$ cat config.mk
export PLATFORM = sky130hd
export DESIGN_NAME = ifd_decoder
export DESIGN_NICKNAME = d
export VERILOG_FILES = /design/src/hw/ifd_pkg.sv /design/src/hw/ifd_decoder.sv
export VERILOG_INCLUDE_DIRS = /design/src /design/src/hw
export SDC_FILE = /design/constraint.sdc
export NUM_CORES = 1
export LEC_CHECK = 0
export BUFFER_PORTS_ARGS = -buffer_cell sky130_fd_sc_hd__buf_4
export CORE_ASPECT_RATIO = 1.4
export CORE_MARGIN = 4
export CORE_UTILIZATION = 45
export CTS_BUF_LIST = sky130_fd_sc_hd__clkbuf_2
export DETAILED_ROUTE_END_ITERATION = 12
export GPL_TIMING_DRIVEN = 0
export PLACE_DENSITY_LB_ADDON = 0.08
export SYNTH_ARGS = -nofsm -noshare
export SYNTH_HDL_FRONTEND = slang
export SYNTH_SLANG_ARGS = --single-unit
$ cat constraint.sdc
create_clock -name ref_clk -period 2.4 [get_ports ref_clk]
set_input_delay 0.12 -clock ref_clk [delete_from_list [all_inputs] [get_ports ref_clk]]
set_output_delay 0.12 -clock ref_clk [all_outputs]
set_load 0.01 [all_outputs]
$ cat src/hw/ifd_cfg.svh
`ifndef IFD_CFG_SVH
`define IFD_CFG_SVH
// opcode position in the fetched word
`define IFD_OPC_HI 23
`define IFD_OPC_LO 16
// exact opcodes
`define IFD_OP_IDLE 8'h00
`define IFD_OP_COMP_JUMP 8'h01
`define IFD_OP_LONG_CALL 8'h02
`define IFD_OP_IND_CALL 8'h03
`define IFD_OP_ABS_JUMP 8'h04
`define IFD_OP_RETURN 8'h06
`define IFD_OP_INT_EXIT 8'h07
`define IFD_OP_DW_MOVE 8'h08
`define IFD_OP_TBL_RD 8'h0A
`define IFD_OP_TBL_WR 8'h0B
`define IFD_OP_JUMP_ALWAYS 8'h37
// opcode groups
`define IFD_GRP_WORK 2'h1
`define IFD_GRP_FILE 3'h4
`define IFD_GRP_JCOND 4'h3
`define IFD_GRP_BIT 4'hA
`define IFD_GRP_LIT 4'hB
`define IFD_GRP_LIT_BASE 4'hC
`define IFD_SKIP_SEL 2'h3
// limits and reset values
`define IFD_BYTE_LIT_MAX 10'h0FF
`define IFD_HI_ZERO 8'h00
`define IFD_ACC_REG 4'h0
`define IFD_FLAGS_RST 5'h00
// extra nop cycles per instruction kind
`define IFD_EXTRA_NONE 2'h0
`define IFD_EXTRA_BRANCH 2'h1
`define IFD_EXTRA_TABLE 2'h1
`define IFD_EXTRA_RETURN 2'h2
`endif

$ cat src/hw/ifd_pkg.sv
`default_nettype none
package ifd_pkg;
  typedef enum logic [3:0] {
    IFD_CL_NOP = 4'h0, IFD_CL_WORK = 4'h1, IFD_CL_FILE = 4'h2,
    IFD_CL_BIT = 4'h3, IFD_CL_SKIP = 4'h4, IFD_CL_LIT = 4'h5,
    IFD_CL_LIT_BASE = 4'h6, IFD_CL_JCOND = 4'h7, IFD_CL_JUMP = 4'h8,
    IFD_CL_JIND = 4'h9, IFD_CL_TABLE = 4'hA, IFD_CL_RETURN = 4'hB,
    IFD_CL_DWORD = 4'hC, IFD_CL_ILLEGAL = 4'hD
  } ifd_class_e;
  typedef enum logic [1:0] {
    IFD_W_WORD = 2'h0, IFD_W_BYTE = 2'h1, IFD_W_DWORD = 2'h2
  } ifd_width_e;
  typedef enum logic [2:0] {
    IFD_AM_DIRECT = 3'h0, IFD_AM_IND = 3'h1, IFD_AM_POST_INC = 3'h2,
    IFD_AM_POST_DEC = 3'h3, IFD_AM_PRE_INC = 3'h4, IFD_AM_PRE_DEC = 3'h5,
    IFD_AM_OFFSET = 3'h6, IFD_AM_BAD = 3'h7
  } ifd_mode_e;
  typedef struct packed {
    logic [7:0] opcode;
    ifd_class_e iclass;
    ifd_width_e width;
    logic [3:0] base_work_reg;
    logic [3:0] source_reg;
    ifd_mode_e source_mode;
    logic [3:0] dest_reg;
    ifd_mode_e dest_mode;
    logic [12:0] file_addr;
    logic dest_is_file;
    logic [3:0] bit_index_field;
    logic bit_from_reg;
    logic [9:0] ten_bit_literal;
    logic [15:0] signed_ten_bit_literal;
    logic [22:0] program_addr_literal;
    logic [15:0] jump_offset;
    logic illegal;
  } ifd_decoded_s;
  typedef struct packed {
    logic carry;
    logic nibble_carry;
    logic negative;
    logic signed_range_exceeded;
    logic zero;
  } ifd_flags_s;
endpackage : ifd_pkg
`default_nettype wire

$ cat src/hw/ifd_decoder.sv
`include "ifd_cfg.svh"
`default_nettype none
// Overview of operation
// [RULE1] single words are 24 bits: 8-bit opcode plus operand fields
// [RULE2] only three opcodes take two words; all others decode from one word
// [RULE3] double-word is 48 bits; second word upper 8 bits must be zero
// [RULE4] a second word reached alone decodes as idle instruction
// [RULE5] one cycle normally; taken test or pc change adds one idle cycle
// [RULE6] jumps, indirect/computed, table ops and returns take two or three cycles
// [RULE7] taken skip costs two cycles over one word, three over two
// [RULE8] double-word instructions execute in exactly two cycles
// [RULE9] work-register ops decode base, source with mode, destination with mode
// [RULE10] file ops decode address and destination: same file or accumulator
// [RULE11] bit ops take target plus bit number from literal or register
// [RULE12] literal ops take base and literal; destination only when different
// [RULE13] file address field spans 0000h to 1FFFh
// [RULE14] register fields select sixteen registers; accumulator is register zero
// [RULE15] bit index field is four bits, positions zero to fifteen
// [RULE16] ten-bit literal limited to 255 in byte ops, 1023 in word ops
// [RULE17] 23-bit program address literal must have lsb zero
// [RULE18] signed ten-bit literal is two's complement, -512 to 511
// [RULE19] operands support direct, indirect, post/pre modify, offset forms
// [RULE20] width suffix selects byte, double or word; word by default
// [RULE21] five status bits kept; zero flag is sticky
// [RULE22] opcode is taken from bits 23 to 16
module ifd_decoder (
  input wire logic ref_clk,
  input wire logic reset_n,
  input wire logic fetch_valid,
  input wire logic [23:0] fetch_word,
  output logic fetch_ready,
  input wire logic cond_true,
  input wire logic flag_update,
  input wire logic sticky_z,
  input wire ifd_pkg::ifd_flags_s alu_flags,
  output logic exec_valid,
  output logic exec_first,
  output ifd_pkg::ifd_decoded_s exec_insn,
  output ifd_pkg::ifd_flags_s status_flags
);
  import ifd_pkg::*;

  typedef enum logic [1:0] {
    IFD_ST_RUN = 2'h0, IFD_ST_SECOND = 2'h1,
    IFD_ST_SKIP = 2'h2, IFD_ST_SKIP2 = 2'h3
  } ifd_state_e;

  ifd_state_e state;
  logic [1:0] extra;
  logic [23:0] first_word;
  logic accept;
  logic br_taken;
  logic skip_taken;
  logic drop;
  logic dw_first;
  ifd_decoded_s next_insn;
  logic [1:0] next_extra;

  // true for the three two-word opcodes
  function automatic logic is_dw(input logic [7:0] op);
    is_dw = (op == `IFD_OP_ABS_JUMP) || (op == `IFD_OP_LONG_CALL) ||
            (op == `IFD_OP_DW_MOVE); // RULE2
  endfunction : is_dw

  // addressing mode field, code 7 has no meaning
  function automatic ifd_mode_e to_mode(input logic [2:0] m);
    to_mode = ifd_mode_e'(m); // RULE19
  endfunction : to_mode

  // single-word decode
  function automatic ifd_decoded_s decode_word(input logic [23:0] w);
    ifd_decoded_s d;
    logic [7:0] op;
    d = '0;
    op = w[`IFD_OPC_HI:`IFD_OPC_LO]; // RULE22 RULE1
    d.opcode = op;
    d.iclass = IFD_CL_ILLEGAL;
    d.width = IFD_W_WORD; // RULE20
    d.signed_ten_bit_literal = {{6{w[13]}}, w[13:4]}; // RULE18
    d.jump_offset = w[15:0];
    if (op[7:6] == `IFD_GRP_WORK) begin
      // base, source and destination operands
      d.iclass = IFD_CL_WORK; // RULE9
      d.base_work_reg = op[3:0];
      d.width = ifd_width_e'(w[15:14]); // RULE20
      d.dest_mode = to_mode(w[13:11]);
      d.dest_reg = w[10:7]; // RULE14
      d.source_mode = to_mode(w[6:4]);
      d.source_reg = w[3:0];
      d.illegal = (w[15:14] == 2'h3) || (w[13:11] == 3'h7) ||
                  (w[6:4] == 3'h7); // RULE19
    end else if (op[7:5] == `IFD_GRP_FILE) begin
      // file address and destination select
      d.iclass = IFD_CL_FILE; // RULE10
      d.file_addr = w[12:0]; // RULE13
      d.width = w[13] ? IFD_W_BYTE : IFD_W_WORD;
      d.dest_is_file = op[4];
      d.dest_reg = `IFD_ACC_REG; // RULE14
    end else if (op[7:4] == `IFD_GRP_BIT) begin
      // bit target and bit number
      d.iclass = (op[2:1] == `IFD_SKIP_SEL) ? IFD_CL_SKIP : IFD_CL_BIT; // RULE11
      if (op[3]) begin
        d.file_addr = w[12:0];
        d.bit_index_field = {op[0], w[15:13]}; // RULE15
      end else begin
        d.bit_index_field = w[15:12]; // RULE15
        d.bit_from_reg = w[11];
        d.base_work_reg = w[10:7];
        d.source_mode = to_mode(w[6:4]);
        d.source_reg = w[3:0];
        d.illegal = (w[6:4] == 3'h7);
      end
    end else if (op[7:4] == `IFD_GRP_LIT) begin
      // ten-bit literal into one register
      d.iclass = IFD_CL_LIT;
      d.width = w[14] ? IFD_W_BYTE : IFD_W_WORD;
      d.ten_bit_literal = w[13:4];
      d.base_work_reg = w[3:0];
      d.dest_reg = w[3:0];
      d.illegal = w[14] && (w[13:4] > `IFD_BYTE_LIT_MAX); // RULE16
    end else if (op[7:4] == `IFD_GRP_LIT_BASE) begin
      // base and literal, optional separate destination
      d.iclass = IFD_CL_LIT_BASE; // RULE12
      d.base_work_reg = op[3:0];
      d.width = w[15] ? IFD_W_BYTE : IFD_W_WORD;
      d.dest_reg = w[7] ? w[14:11] : op[3:0]; // RULE12
      d.dest_mode = w[7] ? to_mode(w[10:8]) : IFD_AM_DIRECT;
      d.ten_bit_literal = {5'h00, w[4:0]};
      d.illegal = w[7] && (w[10:8] == 3'h7);
    end else if (op[7:4] == `IFD_GRP_JCOND) begin
      d.iclass = (op == `IFD_OP_JUMP_ALWAYS) ? IFD_CL_JUMP : IFD_CL_JCOND;
    end else begin
      unique case (op)
        `IFD_OP_IDLE: d.iclass = IFD_CL_NOP; // RULE4
        `IFD_OP_COMP_JUMP, `IFD_OP_IND_CALL: begin
          d.iclass = IFD_CL_JIND; // RULE6
          d.source_reg = w[3:0];
        end
        `IFD_OP_RETURN, `IFD_OP_INT_EXIT: d.iclass = IFD_CL_RETURN;
        `IFD_OP_TBL_RD, `IFD_OP_TBL_WR: begin
          d.iclass = IFD_CL_TABLE;
          d.width = w[14] ? IFD_W_BYTE : IFD_W_WORD;
          d.source_mode = to_mode(w[13:11]);
          d.source_reg = w[10:7];
          d.dest_mode = to_mode(w[6:4]);
          d.dest_reg = w[3:0];
        end
        default: d.iclass = IFD_CL_ILLEGAL;
      endcase
      d.illegal = (d.iclass == IFD_CL_ILLEGAL);
    end
    decode_word = d;
  endfunction : decode_word

  // joins the two words of a long instruction
  function automatic ifd_decoded_s decode_dw(input logic [23:0] w1,
                                             input logic [23:0] w2);
    ifd_decoded_s d;
    d = '0;
    d.opcode = w1[`IFD_OPC_HI:`IFD_OPC_LO];
    d.iclass = IFD_CL_DWORD; // RULE8
    d.width = IFD_W_DWORD;
    d.program_addr_literal = {w2[6:0], w1[15:0]};
    d.jump_offset = w2[15:0];
    d.dest_reg = w1[3:0];
    d.illegal = (w2[`IFD_OPC_HI:`IFD_OPC_LO] != `IFD_HI_ZERO) || // RULE3
                ((d.opcode != `IFD_OP_DW_MOVE) && w1[0]); // RULE17
    decode_dw = d;
  endfunction : decode_dw

  // idle cycles that follow each kind
  function automatic logic [1:0] extra_of(input ifd_class_e c);
    unique case (c)
      IFD_CL_JUMP, IFD_CL_JIND: extra_of = `IFD_EXTRA_BRANCH; // RULE6
      IFD_CL_TABLE: extra_of = `IFD_EXTRA_TABLE;
      IFD_CL_RETURN: extra_of = `IFD_EXTRA_RETURN;
      default: extra_of = `IFD_EXTRA_NONE; // RULE5
    endcase
  endfunction : extra_of

  // taken tests resolve in the instruction's own cycle
  assign br_taken = exec_first && (exec_insn.iclass == IFD_CL_JCOND) &&
                    cond_true; // RULE5
  assign skip_taken = exec_first && (exec_insn.iclass == IFD_CL_SKIP) &&
                      cond_true; // RULE7
  assign fetch_ready = (state != IFD_ST_RUN) ||
                       ((extra == 2'h0) && !br_taken);
  assign accept = fetch_valid && fetch_ready;
  assign drop = (state == IFD_ST_SKIP) || (state == IFD_ST_SKIP2) ||
                ((state == IFD_ST_RUN) && skip_taken); // RULE7
  assign dw_first = is_dw(fetch_word[`IFD_OPC_HI:`IFD_OPC_LO]);

  // decoded word for the next cycle
  always_comb begin
    next_insn = '0;
    next_extra = `IFD_EXTRA_NONE;
    if (accept && !drop) begin
      if (state == IFD_ST_SECOND) begin
        next_insn = decode_dw(first_word, fetch_word); // RULE3
      end else if (!dw_first) begin
        next_insn = decode_word(fetch_word);
        next_extra = extra_of(next_insn.iclass);
      end
    end
  end

  // sequencing of words and idle cycles
  always_ff @(posedge ref_clk) begin
    if (!reset_n) begin
      state <= IFD_ST_RUN;
      extra <= 2'h0;
    end else begin
      unique case (state)
        IFD_ST_RUN: begin
          if (accept) begin
            extra <= next_extra;
            if (drop) begin
              state <= dw_first ? IFD_ST_SKIP2 : IFD_ST_RUN; // RULE7
            end else if (dw_first) begin
              state <= IFD_ST_SECOND; // RULE8
            end
          end else if (skip_taken) begin
            state <= IFD_ST_SKIP;
          end else if (extra != 2'h0) begin
            extra <= extra - 2'h1; // RULE6
          end
        end
        IFD_ST_SECOND: if (accept) state <= IFD_ST_RUN;
        IFD_ST_SKIP: if (accept) state <= dw_first ? IFD_ST_SKIP2 : IFD_ST_RUN;
        IFD_ST_SKIP2: if (accept) state <= IFD_ST_RUN;
      endcase
    end
  end

  // holds the first of two words
  always_ff @(posedge ref_clk) begin
    if (!reset_n) begin
      first_word <= 24'h000000;
    end else if (accept && (state == IFD_ST_RUN) && dw_first) begin
      first_word <= fetch_word;
    end
  end

  // execution slot: one entry per instruction cycle
  always_ff @(posedge ref_clk) begin
    if (!reset_n) begin
      exec_valid <= 1'b0;
      exec_first <= 1'b0;
      exec_insn <= '0;
    end else begin
      exec_valid <= accept || (extra != 2'h0) || br_taken; // RULE5
      exec_first <= accept && !drop &&
                    ((state == IFD_ST_SECOND) || !dw_first);
      exec_insn <= next_insn; // idle entries carry all zero
    end
  end

  // status bits, zero kept sticky on request
  always_ff @(posedge ref_clk) begin
    if (!reset_n) begin
      status_flags <= `IFD_FLAGS_RST;
    end else if (flag_update) begin
      status_flags.carry <= alu_flags.carry; // RULE21
      status_flags.nibble_carry <= alu_flags.nibble_carry;
      status_flags.negative <= alu_flags.negative;
      status_flags.signed_range_exceeded <= alu_flags.signed_range_exceeded;
      status_flags.zero <= sticky_z ? (status_flags.zero && alu_flags.zero)
                                    : alu_flags.zero; // RULE21
    end
  end
endmodule : ifd_decoder
`default_nettype wire

# Word level (Yosys, flattened, before mapping)
# Cells that the tools add are included.
[word_totals]
out_inout_bits = 125
reg_bits = 146
[classes]
n_addsub = 1
n_bitwise = 4
n_lt_le_gt_ge = 1
reduce_logical = 50
eq_ne = 37
mux = 81
[ops]
columns = ["op", "count"]
rows = [
  ["117-bit two-way mux", 2],
  ["24-bit two-way mux", 4],
  ["4-bit two-way mux", 17],
  ["10-bit two-way mux", 4],
  ["13-bit two-way mux", 3],
  ["11-bit two-way mux", 3],
  ["4-bit == test, second input constant", 8],
  ["29-bit two-way mux", 1],
  ["2-bit two-way mux", 14],
  ["7-bit two-way mux", 4],
  ["8-bit by 3-bit == test with 1-bit output, second input constant", 3],
  ["8-bit by 4-bit == test with 1-bit output, second input constant", 3],
  ["8-bit by 2-bit == test with 1-bit output, second input constant", 2],
  ["4-bit one-hot mux with 4 select lines", 1],
  ["1-bit logical AND", 15],
  ["1-bit two-way mux", 15],
  ["15-bit two-way mux", 1],
  ["14-bit two-way mux", 1],
  ["7-bit OR reduction", 2],
  ["3-bit == test, second input constant", 4],
  ["3-bit two-way mux", 4],
  ["6-bit two-way mux", 2],
  ["1-bit logical OR", 11],
  ["10-bit by 8-bit greater-than comparator with 1-bit output, second input constant", 1],
  ["other kinds (31)", 49],
]

# Longest topological paths before layout
# Gate-level depths: netlist of run 1.
[logic_depth]
depth_word = 28
depth_mapped = 8
ltp_nobuf = 7

# Worst setup path before layout of run 1
# Ideal clock, no wire load.
[synth_path]
path_type = "reg-to-reg"
start = "register exec_insn[108] (netlist name)"
end = "register exec_insn[88] (netlist name)"
setup_time_ns = 0.120
slack_ns = 0.458
t_arrival_ns = 1.822
stages_incl_launch_ff = 7
path_buffers = 1
period_less_slack_ns = 1.942
cell_sequence = "dfxtp_1 -> nand4b_1 -> o311ai_4 -> or3_4 -> buf_2 -> nor2_1 -> a211o_1"
[synth_between]
elab_chain_cells = 9
word_cells_on_any_way = 15
cone_classes = "eq/ne (2); reduce/logical (13)"
[synth_lines]
columns = ["item", "line", "text"]
rows = [
  ["start, declared", "ifd_decoder.sv:38", "output ifd_pkg::ifd_decoded_s exec_insn,"],
  ["start signal, assigned", "ifd_decoder.sv:254", "exec_insn <= next_insn;"],
  ["4-bit by 3-bit == test with 1-bit output", "ifd_decoder.sv:182", "assign br_taken = exec_first && (exec_insn.iclass == IFD_CL_JCOND) &&"],
  ["1-bit logical AND (2 in a row)", "ifd_decoder.sv:182", ""],
  ["1-bit zero test", "ifd_decoder.sv:187", "((extra == 2'h0) && !br_taken);"],
  ["1-bit logical AND", "ifd_decoder.sv:187", ""],
  ["1-bit logical OR", "ifd_decoder.sv:186", "assign fetch_ready = (state != IFD_ST_RUN) ||"],
  ["1-bit logical AND", "ifd_decoder.sv:188", "assign accept = fetch_valid && fetch_ready;"],
  ["1-bit logical AND *", "ifd_decoder.sv:197", "if (accept && !drop) begin"],
  ["2-bit AND reduction (no line) *", "-", ""],
]
# Every way passes the cells marked *; elsewhere a longest branch is shown, timed or not.
# A chain may end at the register's enable or synchronous reset.

# Worst setup path in the final report of run 1
[layout_path]
start = "register extra[0]"
end = "register exec_insn[94] (netlist name)"
[layout_between]
elab_chain_cells = 7
[layout_lines]
columns = ["item", "line", "text"]
rows = [
  ["start, declared", "ifd_decoder.sv:49", "logic [1:0] extra;"],
  ["start signal, assigned", "ifd_decoder.sv:216", "extra <= next_extra;"],
  ["start signal, assigned", "ifd_decoder.sv:225", "extra <= extra - 2'h1;"],
  ["2-bit zero test", "ifd_decoder.sv:187", ""],
  ["1-bit logical AND", "ifd_decoder.sv:187", ""],
  ["1-bit logical OR", "ifd_decoder.sv:186", ""],
  ["1-bit logical AND", "ifd_decoder.sv:188", ""],
  ["1-bit logical AND", "ifd_decoder.sv:197", ""],
  ["1-bit NOT (no line)", "-", ""],
  ["4-bit OR reduction (no line)", "-", ""],
]
# Every way passes these cells.

==> reports/summary.txt, run 1 <==
Status - complete, no violations
Seq cells post-synth - 146
Mean area per synthesized cell - 9.613 um2
Worst Path Required - 3.07 ns
Multiplexer share of the synthesized area - 0.02291
Top cells by count, synth - dfxtp_1 (146), nand2_1 (70), and2_1 (61)
RSZ-0062 raised after global routing - true
Count leader, synth - dfxtp_1
Sum Neg Setup Slack - 0 ns
Layout net count - 815
Initial antenna violation count - 1
Design area - 7463 um2
Worst endpoint data arrival time - 2.93 ns
Slew headroom - 0.4433
CTS buffer count - 17
XOR/XNOR share of the synthesized area - 0.003208
Leakage - 3.302 nW
Primary FF master, synth - dfxtp_1
Vias in the first global route - 4,810
Worst slew pin tran - 0.8350 ns
Final cycle utilization of the critical path - 0.9390
Grt peak-use layer - met2
WL/cell - 17.95 um
Design Power - 4.870 mW
Synth cell types - 66
Hold endpoint - exec_insn[114]
CP max stage delay - 0.56 ns
Max Clk Rate - 443.7 MHz
Peak VDD IR - 0.3224 mV
Adder-cell share of the synthesized area - 0.002291
Dominant cell type by area after synthesis - dfxtp_1
Post-route ant nets - 0
Largest family of logic cells by synthesized area - simple AND/OR/NAND/NOR gates
Clock Path Buffers - 2
Final Hold Slack - 0.06195 ns
Top post-synthesis cells by area - dfxtp_1 (54%), and2_1 (7.0%), nand2_1 (4.8%)
Fill cells - 1,044
Reg-to-Reg End - exec_insn[94]
Simple-Gate Fraction of Synth Area - 0.2342
GPL Wtd Cong - 0.9014
Fin. max-slew vios - 0
Place WS - 0.1081 ns
Min Tclk post-route - 2.254 ns
Root Driver - clkbuf_2
Storage element area - 2923 um2
Worst Setup End Kind - flop
Kind of start point of the critical path - flop
WL final - 16,860 um
Boundary Pins - 160
Share of the synthesized area in the top cell type - 0.5353
Seq/Total Area, Yosys - 0.5353
Maxcap violations - 0
Yosys warnings - 0
Hold path depth - 5
Overall routing resource usage - 0.2393
Via Count - 4,899
Worst path slowest cell - nor3_2
Vias per cell - 5.217
Min-Delay Path Class - input port to flop
Clock Pin Slew Worst Setup and Hold Paths - 0.24 ns
Netlist Area Pre-Place - 5460 um2
Die height - 138.3 um
Mapped Cells - 568
Hpwl dp - 11,990 um
Starting DRT DRC Count - 263
CTS tree - done
Reg2Reg Setup Slack - 0.15 ns
Die ar. - 13,990 um2
PwrDens - 652.5 nW/um2
Port buffer count - 148
1st-pass router iterations - 5
Met1 Use GR - 0.2954
# DRC - 0
Final setup margin - 0.1464 ns
Grt ovf - 0
First-pass GRT wire length - 25,950 um
Synth Net Count - 604
Met2 Usage GRT - 0.4103
Final setup fails - 0
Share of layout cells above drive strength 1 - 0.2693
Placement Cell Area - 6755 um2
Core footprint - 11,880 um2
Worst R2R Path Depth - 8
Clk_lat worst skew - 0.74 ns
Async SR Flop Fraction - 0
Pin count of the biggest net entering global routing - 17
H-tree depth - 4
Crit-path cells - inv_1 -> ha_1 -> or2_2 -> o311ai_4 -> nor3_2 -> and2_0 -> clkbuf_1 -> a22o_1
Die width - 101.1 um
Critical Path Fanout Max - 8
Compound-Gate Fraction of Synth Area - 0.1533
Met3 GRT Util - 0.04435
Hold_sp - cond_true
Clock Skew - 0.03489 ns
Hold Vio Cnt, Final - 0
Crit Path Class - flop to flop
TritonCTS Sinks - 146
Combined area of the multi-input logic cells - 2278 um2
Post-synth EDFFs - 0
Crit path from - extra[0]
P&R area growth vs syn - 36.69%
R2R Path Start - extra[0]
Rows - 47
Initial core utilization - 0.4597
registers in the layout, summed over array words and instances, names as in the netlist:
signal	count
exec_first	1
exec_insn	111
exec_valid	1
extra	2
first_word	24
state	2
status_flags	5
power by group:
| part | leakage, nW | internal, mW | switching (mW) |
|---|---|---|---|
| sequential | 1.18 | 2.53 | 0.0395 |
| clock | 0.151 | 0.517 | 0.978 |
| combinational | 1.97 | 0.369 | 0.439 |
cell usage in the layout, fill, tap and decap left out, drive strengths merged, types with 3 or more instances in the layout:
| master | count |
|---|---|
| dlygate4sd3 | 42 |
| dfxtp | 146 |
| o211ai | 4 |
| a21oi | 18 |
| nand2 | 70 |
| and2 | 62 |
| nor3 | 6 |
| nor2 | 35 |
| mux2 | 4 |
| nand3 | 6 |
| a22oi | 13 |
| and3 | 13 |
| nor2b | 8 |
| buf | 169 |
| or3 | 3 |
| a211o | 4 |
| nor4 | 4 |
| o21ai | 17 |
| a21boi | 19 |
| mux2i | 8 |
| a32oi | 3 |
| clkinv | 4 |
| clkbuf | 47 |
| nand4b | 3 |
| o22ai | 3 |
| nand2b | 5 |
| a22o | 9 |
| a31oi | 5 |
| nand3b | 4 |
| inv | 16 |
stage by stage:
stage,cells,util
2_1_floorplan,568,-
3_3_place_gp,863,0.5687
3_5_place_dp,863,0.5687
4_1_cts,936,0.6264
5_1_grt,939,0.6283
6_report,939,0.6283
cell families (layout without fill, tap and decap cells):
| kind of cell | after synthesis | in the layout |
|---|---|---|
| XOR/XNOR | 2 | 2 |
| AND/OR/NAND/NOR | 235 | 235 |
| adder cells (fa/ha/maj) | 1 | 1 |
| flip-flops | 146 | 146 |
| AO/OA/AOI/OAI | 113 | 113 |
| buffers and inverters | 59 | 282 |
| multiplexers | 12 | 12 |
| other | 0 | 1 |
per-layer routing:
metal | up-vias | share of wire
met5 | - | 0
met4 | 0 | 0.020
met3 | 32 | 0.064
met2 | 207 | 0.51
met1 | 2299 | 0.41
li1 | 2361 | -
timing repair:
action,in CTS,in global routing
pin swaps,0,2
hold endpoints to repair,121,0
endpoints found under the setup margin,1,32
setup buffers,0,2
gates resized for setup,1,3
hold buffers,42,0
cell type report:
type / instances / share of cell area
sequential: 146 / 0.3916
buffer: 49 / 0.03085
multi-input combinational: 363 / 0.3053
timing repair buffer: 192 / 0.2072
inverter: 10 / 0.005029
antenna: 1 / 0.0003353
tap: 147 / 0.02464
clock buffer: 17 / 0.01140
clock inverter: 14 / 0.02364
critical path: cells and delay by family, from the launching register on:
kind	cells	cell delay, ns
DFF	1	0.36
buffers and inverters	2	0.32
and+or+nand+nor	3	0.92
AOI/OAI and AO/OA	2	0.35
adders and majority gates	1	0.24
how the worst max path moves through the flow:
| stage | endpoint | cells past startpoint | slack, ns |
|---|---|---|---|
| after floorplan | exec_insn[88] | 6 | 0.46 |
| after global placement | first_word[12] | 8 | 0.14 |
| after detailed placement | first_word[19] | 8 | 0.11 |
| after CTS | exec_insn[9] | 5 | 0.01 |
| after global routing | exec_insn[97] | 8 | -0.05 |
| final | exec_insn[94] | 8 | 0.15 |
No activity file was read; power rests on OpenSTA's default activity.
==> run 2, diff against run 1 <==
PLACE_DENSITY_LB_ADDON = 0.2   (was 0.08)
clock period = 2.1 ns   (was 2.4 ns; I/O delays follow)
==> run 2 against run 1 <==
- register-to-register slack worse by 0.096 ns
- global-route usage down 0.097 points
- sequential power up 14%
- clock-buffer cell count unchanged
- critical path depth down 1
- first-iteration DRC count up 22%
- sequential cell count unchanged
- final cell count up 0.85%
- critical path type unchanged
- largest cell class unchanged
- highest routed layer is now met5
==> reports/summary.txt, run 2 (same netlist as run 1, synthesis figures left out) <==
Layout net count - 822
Crit Path Class - flop to flop
RSZ-0062 raised after global routing - true
Pin count of the biggest net entering global routing - 17
Sum Neg Setup Slack - 0 ns
Biggest register - exec_insn
Worst Path Required - 2.72 ns
Starting DRT DRC Count - 320
H-tree depth - 4
Die height - 138.3 um
Fin. max-slew vios - 0
Port buffer count - 148
Die width - 101.1 um
Worst Setup End Kind - flop
Final cycle utilization of the critical path - 0.9758
Rows - 47
Fill cells - 998
Overall routing resource usage - 0.2384
Root Driver - clkbuf_2
Commonest cells after routing, fill and taps aside - buf_4 (162), dfxtp_1 (141), nand2_1 (69)
Min-Delay Path Class - input port to flop
Post-route ant nets - 0
PwrDens - 745.2 nW/um2
Clock Pin Slew Worst Setup and Hold Paths - 0.24 ns
Max FFs per register - 111
TritonCTS Sinks - 146
GPL Wtd Cong - 0.9003
Clock Skew - 0.03484 ns
Initial core utilization - 0.4597
# DRC - 0
Top Registers - exec_insn: 111 flops, first_word: 24 flops, status_flags: 5 flops
Grt ovf - 0
P&R area growth vs syn - 39.30%
Vias per cell - 5.252
Final setup fails - 0
Place WS - -0.2196 ns
Core footprint - 11,880 um2
Slew headroom - 0.5225
WL/cell - 17.80 um
Boundary Pins - 160
Initial antenna violation count - 2
Worst endpoint data arrival time - 2.66 ns
Min Tclk post-route - 2.049 ns
Vias in the first global route - 4,949
1st-pass router iterations - 5
Max Clk Rate - 488.0 MHz
Peak VDD IR - 0.3572 mV
Share of layout cells above drive strength 1 - 0.2954
Status - complete, no violations
Hold Vio Cnt, Final - 0
Kind of start point of the critical path - flop
Final setup margin - 0.05076 ns
Commonest non-fill, non-tap cell in the layout - buf_4
CTS tree - done
First-pass GRT wire length - 26,080 um
Clk_lat worst skew - 0.74 ns
Critical Path Fanout Max - 10
Maxcap violations - 0
Die ar. - 13,990 um2
CTS buffer count - 17
Hpwl dp - 11,660 um
Via Count - 4,974
Worst slew pin tran - 0.7163 ns
Leakage - 3.352 nW
WL final - 16,850 um
Clock Path Buffers - 2
==> run 2: changes by cell type in the layout (fill, tap and decap cells not counted), sizes merged <==
cell      previous run  this run
buf                169       175
clkbuf              47        48
clkinv               4         5
clkinvlp             2         1
inv                 16        17
==> run 2: through the flow <==
step	std cells	hold slack (ns)	util	area, um2	power (mW)
after detailed placement	863	0.3647	0.5687	6755	3.827
after global placement	863	0.3615	0.5687	6755	3.805
after CTS	942	0.1360	0.6336	7526	5.604
after floorplan	568	0.2066	-	5460	3.442
final	947	0.1498	0.6403	7606	5.668
after global routing	947	0.1163	0.6403	7606	5.910
==> run 2: repair_timing <==
| action | CTS | global route |
|---|---|---|
| setup endpoints to repair | 51 | 62 |
| resized for setup | 13 | 18 |
| setup buffers | 4 | 4 |
| hold buffers | 42 | 0 |
| pin swaps | 2 | 6 |
| endpoints found under the hold margin | 121 | 0 |
| gates cloned | 1 | 0 |
==> run 2: final cells by class <==
cell class	count	area (um2)	area share
clock inverters	15	170.2	0.02237
plain buffers	49	244.0	0.03208
repair buffers	199	1603	0.2107
multi-input cells	363	2351	0.3091
well taps	147	183.9	0.02418
inverters	10	37.54	0.004935
flip-flops and latches	146	2929	0.3851
diodes	1	2.502	0.0003290
clock buffers	17	85.08	0.01119
==> run 2: final timing paths <==
path	cells after the start	start	end	slack, ns
max reg2reg	7	exec_insn[108]	exec_insn[0]	0.05
min reg2reg	2	first_word[1]	first_word[1]	0.46
min	7	cond_true	first_word[11]	0.15
max	7	exec_insn[108]	exec_insn[0]	0.05
==> run 2: worst max-delay path, cell delays in order (launching register included) <==
cell	delay, ns
dfxtp_2	0.37
nand4b_1	0.16
buf_4	0.17
o311ai_4	0.34
or3_4	0.24
buf_4	0.19
a211oi_2	0.05
a221o_1	0.40
==> run 2: power breakdown <==
part | internal (mW) | leakage (nW) | total (mW) | switching [mW]
combinational | 0.490 | 2.02 | 1.03 | 0.536
clock | 0.585 | 0.151 | 1.70 | 1.12
sequential | 2.89 | 1.18 | 2.94 | 0.0499
total | 3.97 | 3.35 | 5.67 | 1.70
==> run 2: per-layer routing <==
layer  vias to the layer above  wire (um)  GRT usage
li1                       2383          -          -
met1                      2327       6617     0.2774
met2                       221       8596     0.4169
met3                        41       1195    0.05746
met4                         2        431    0.08683
met5                         -         13          0
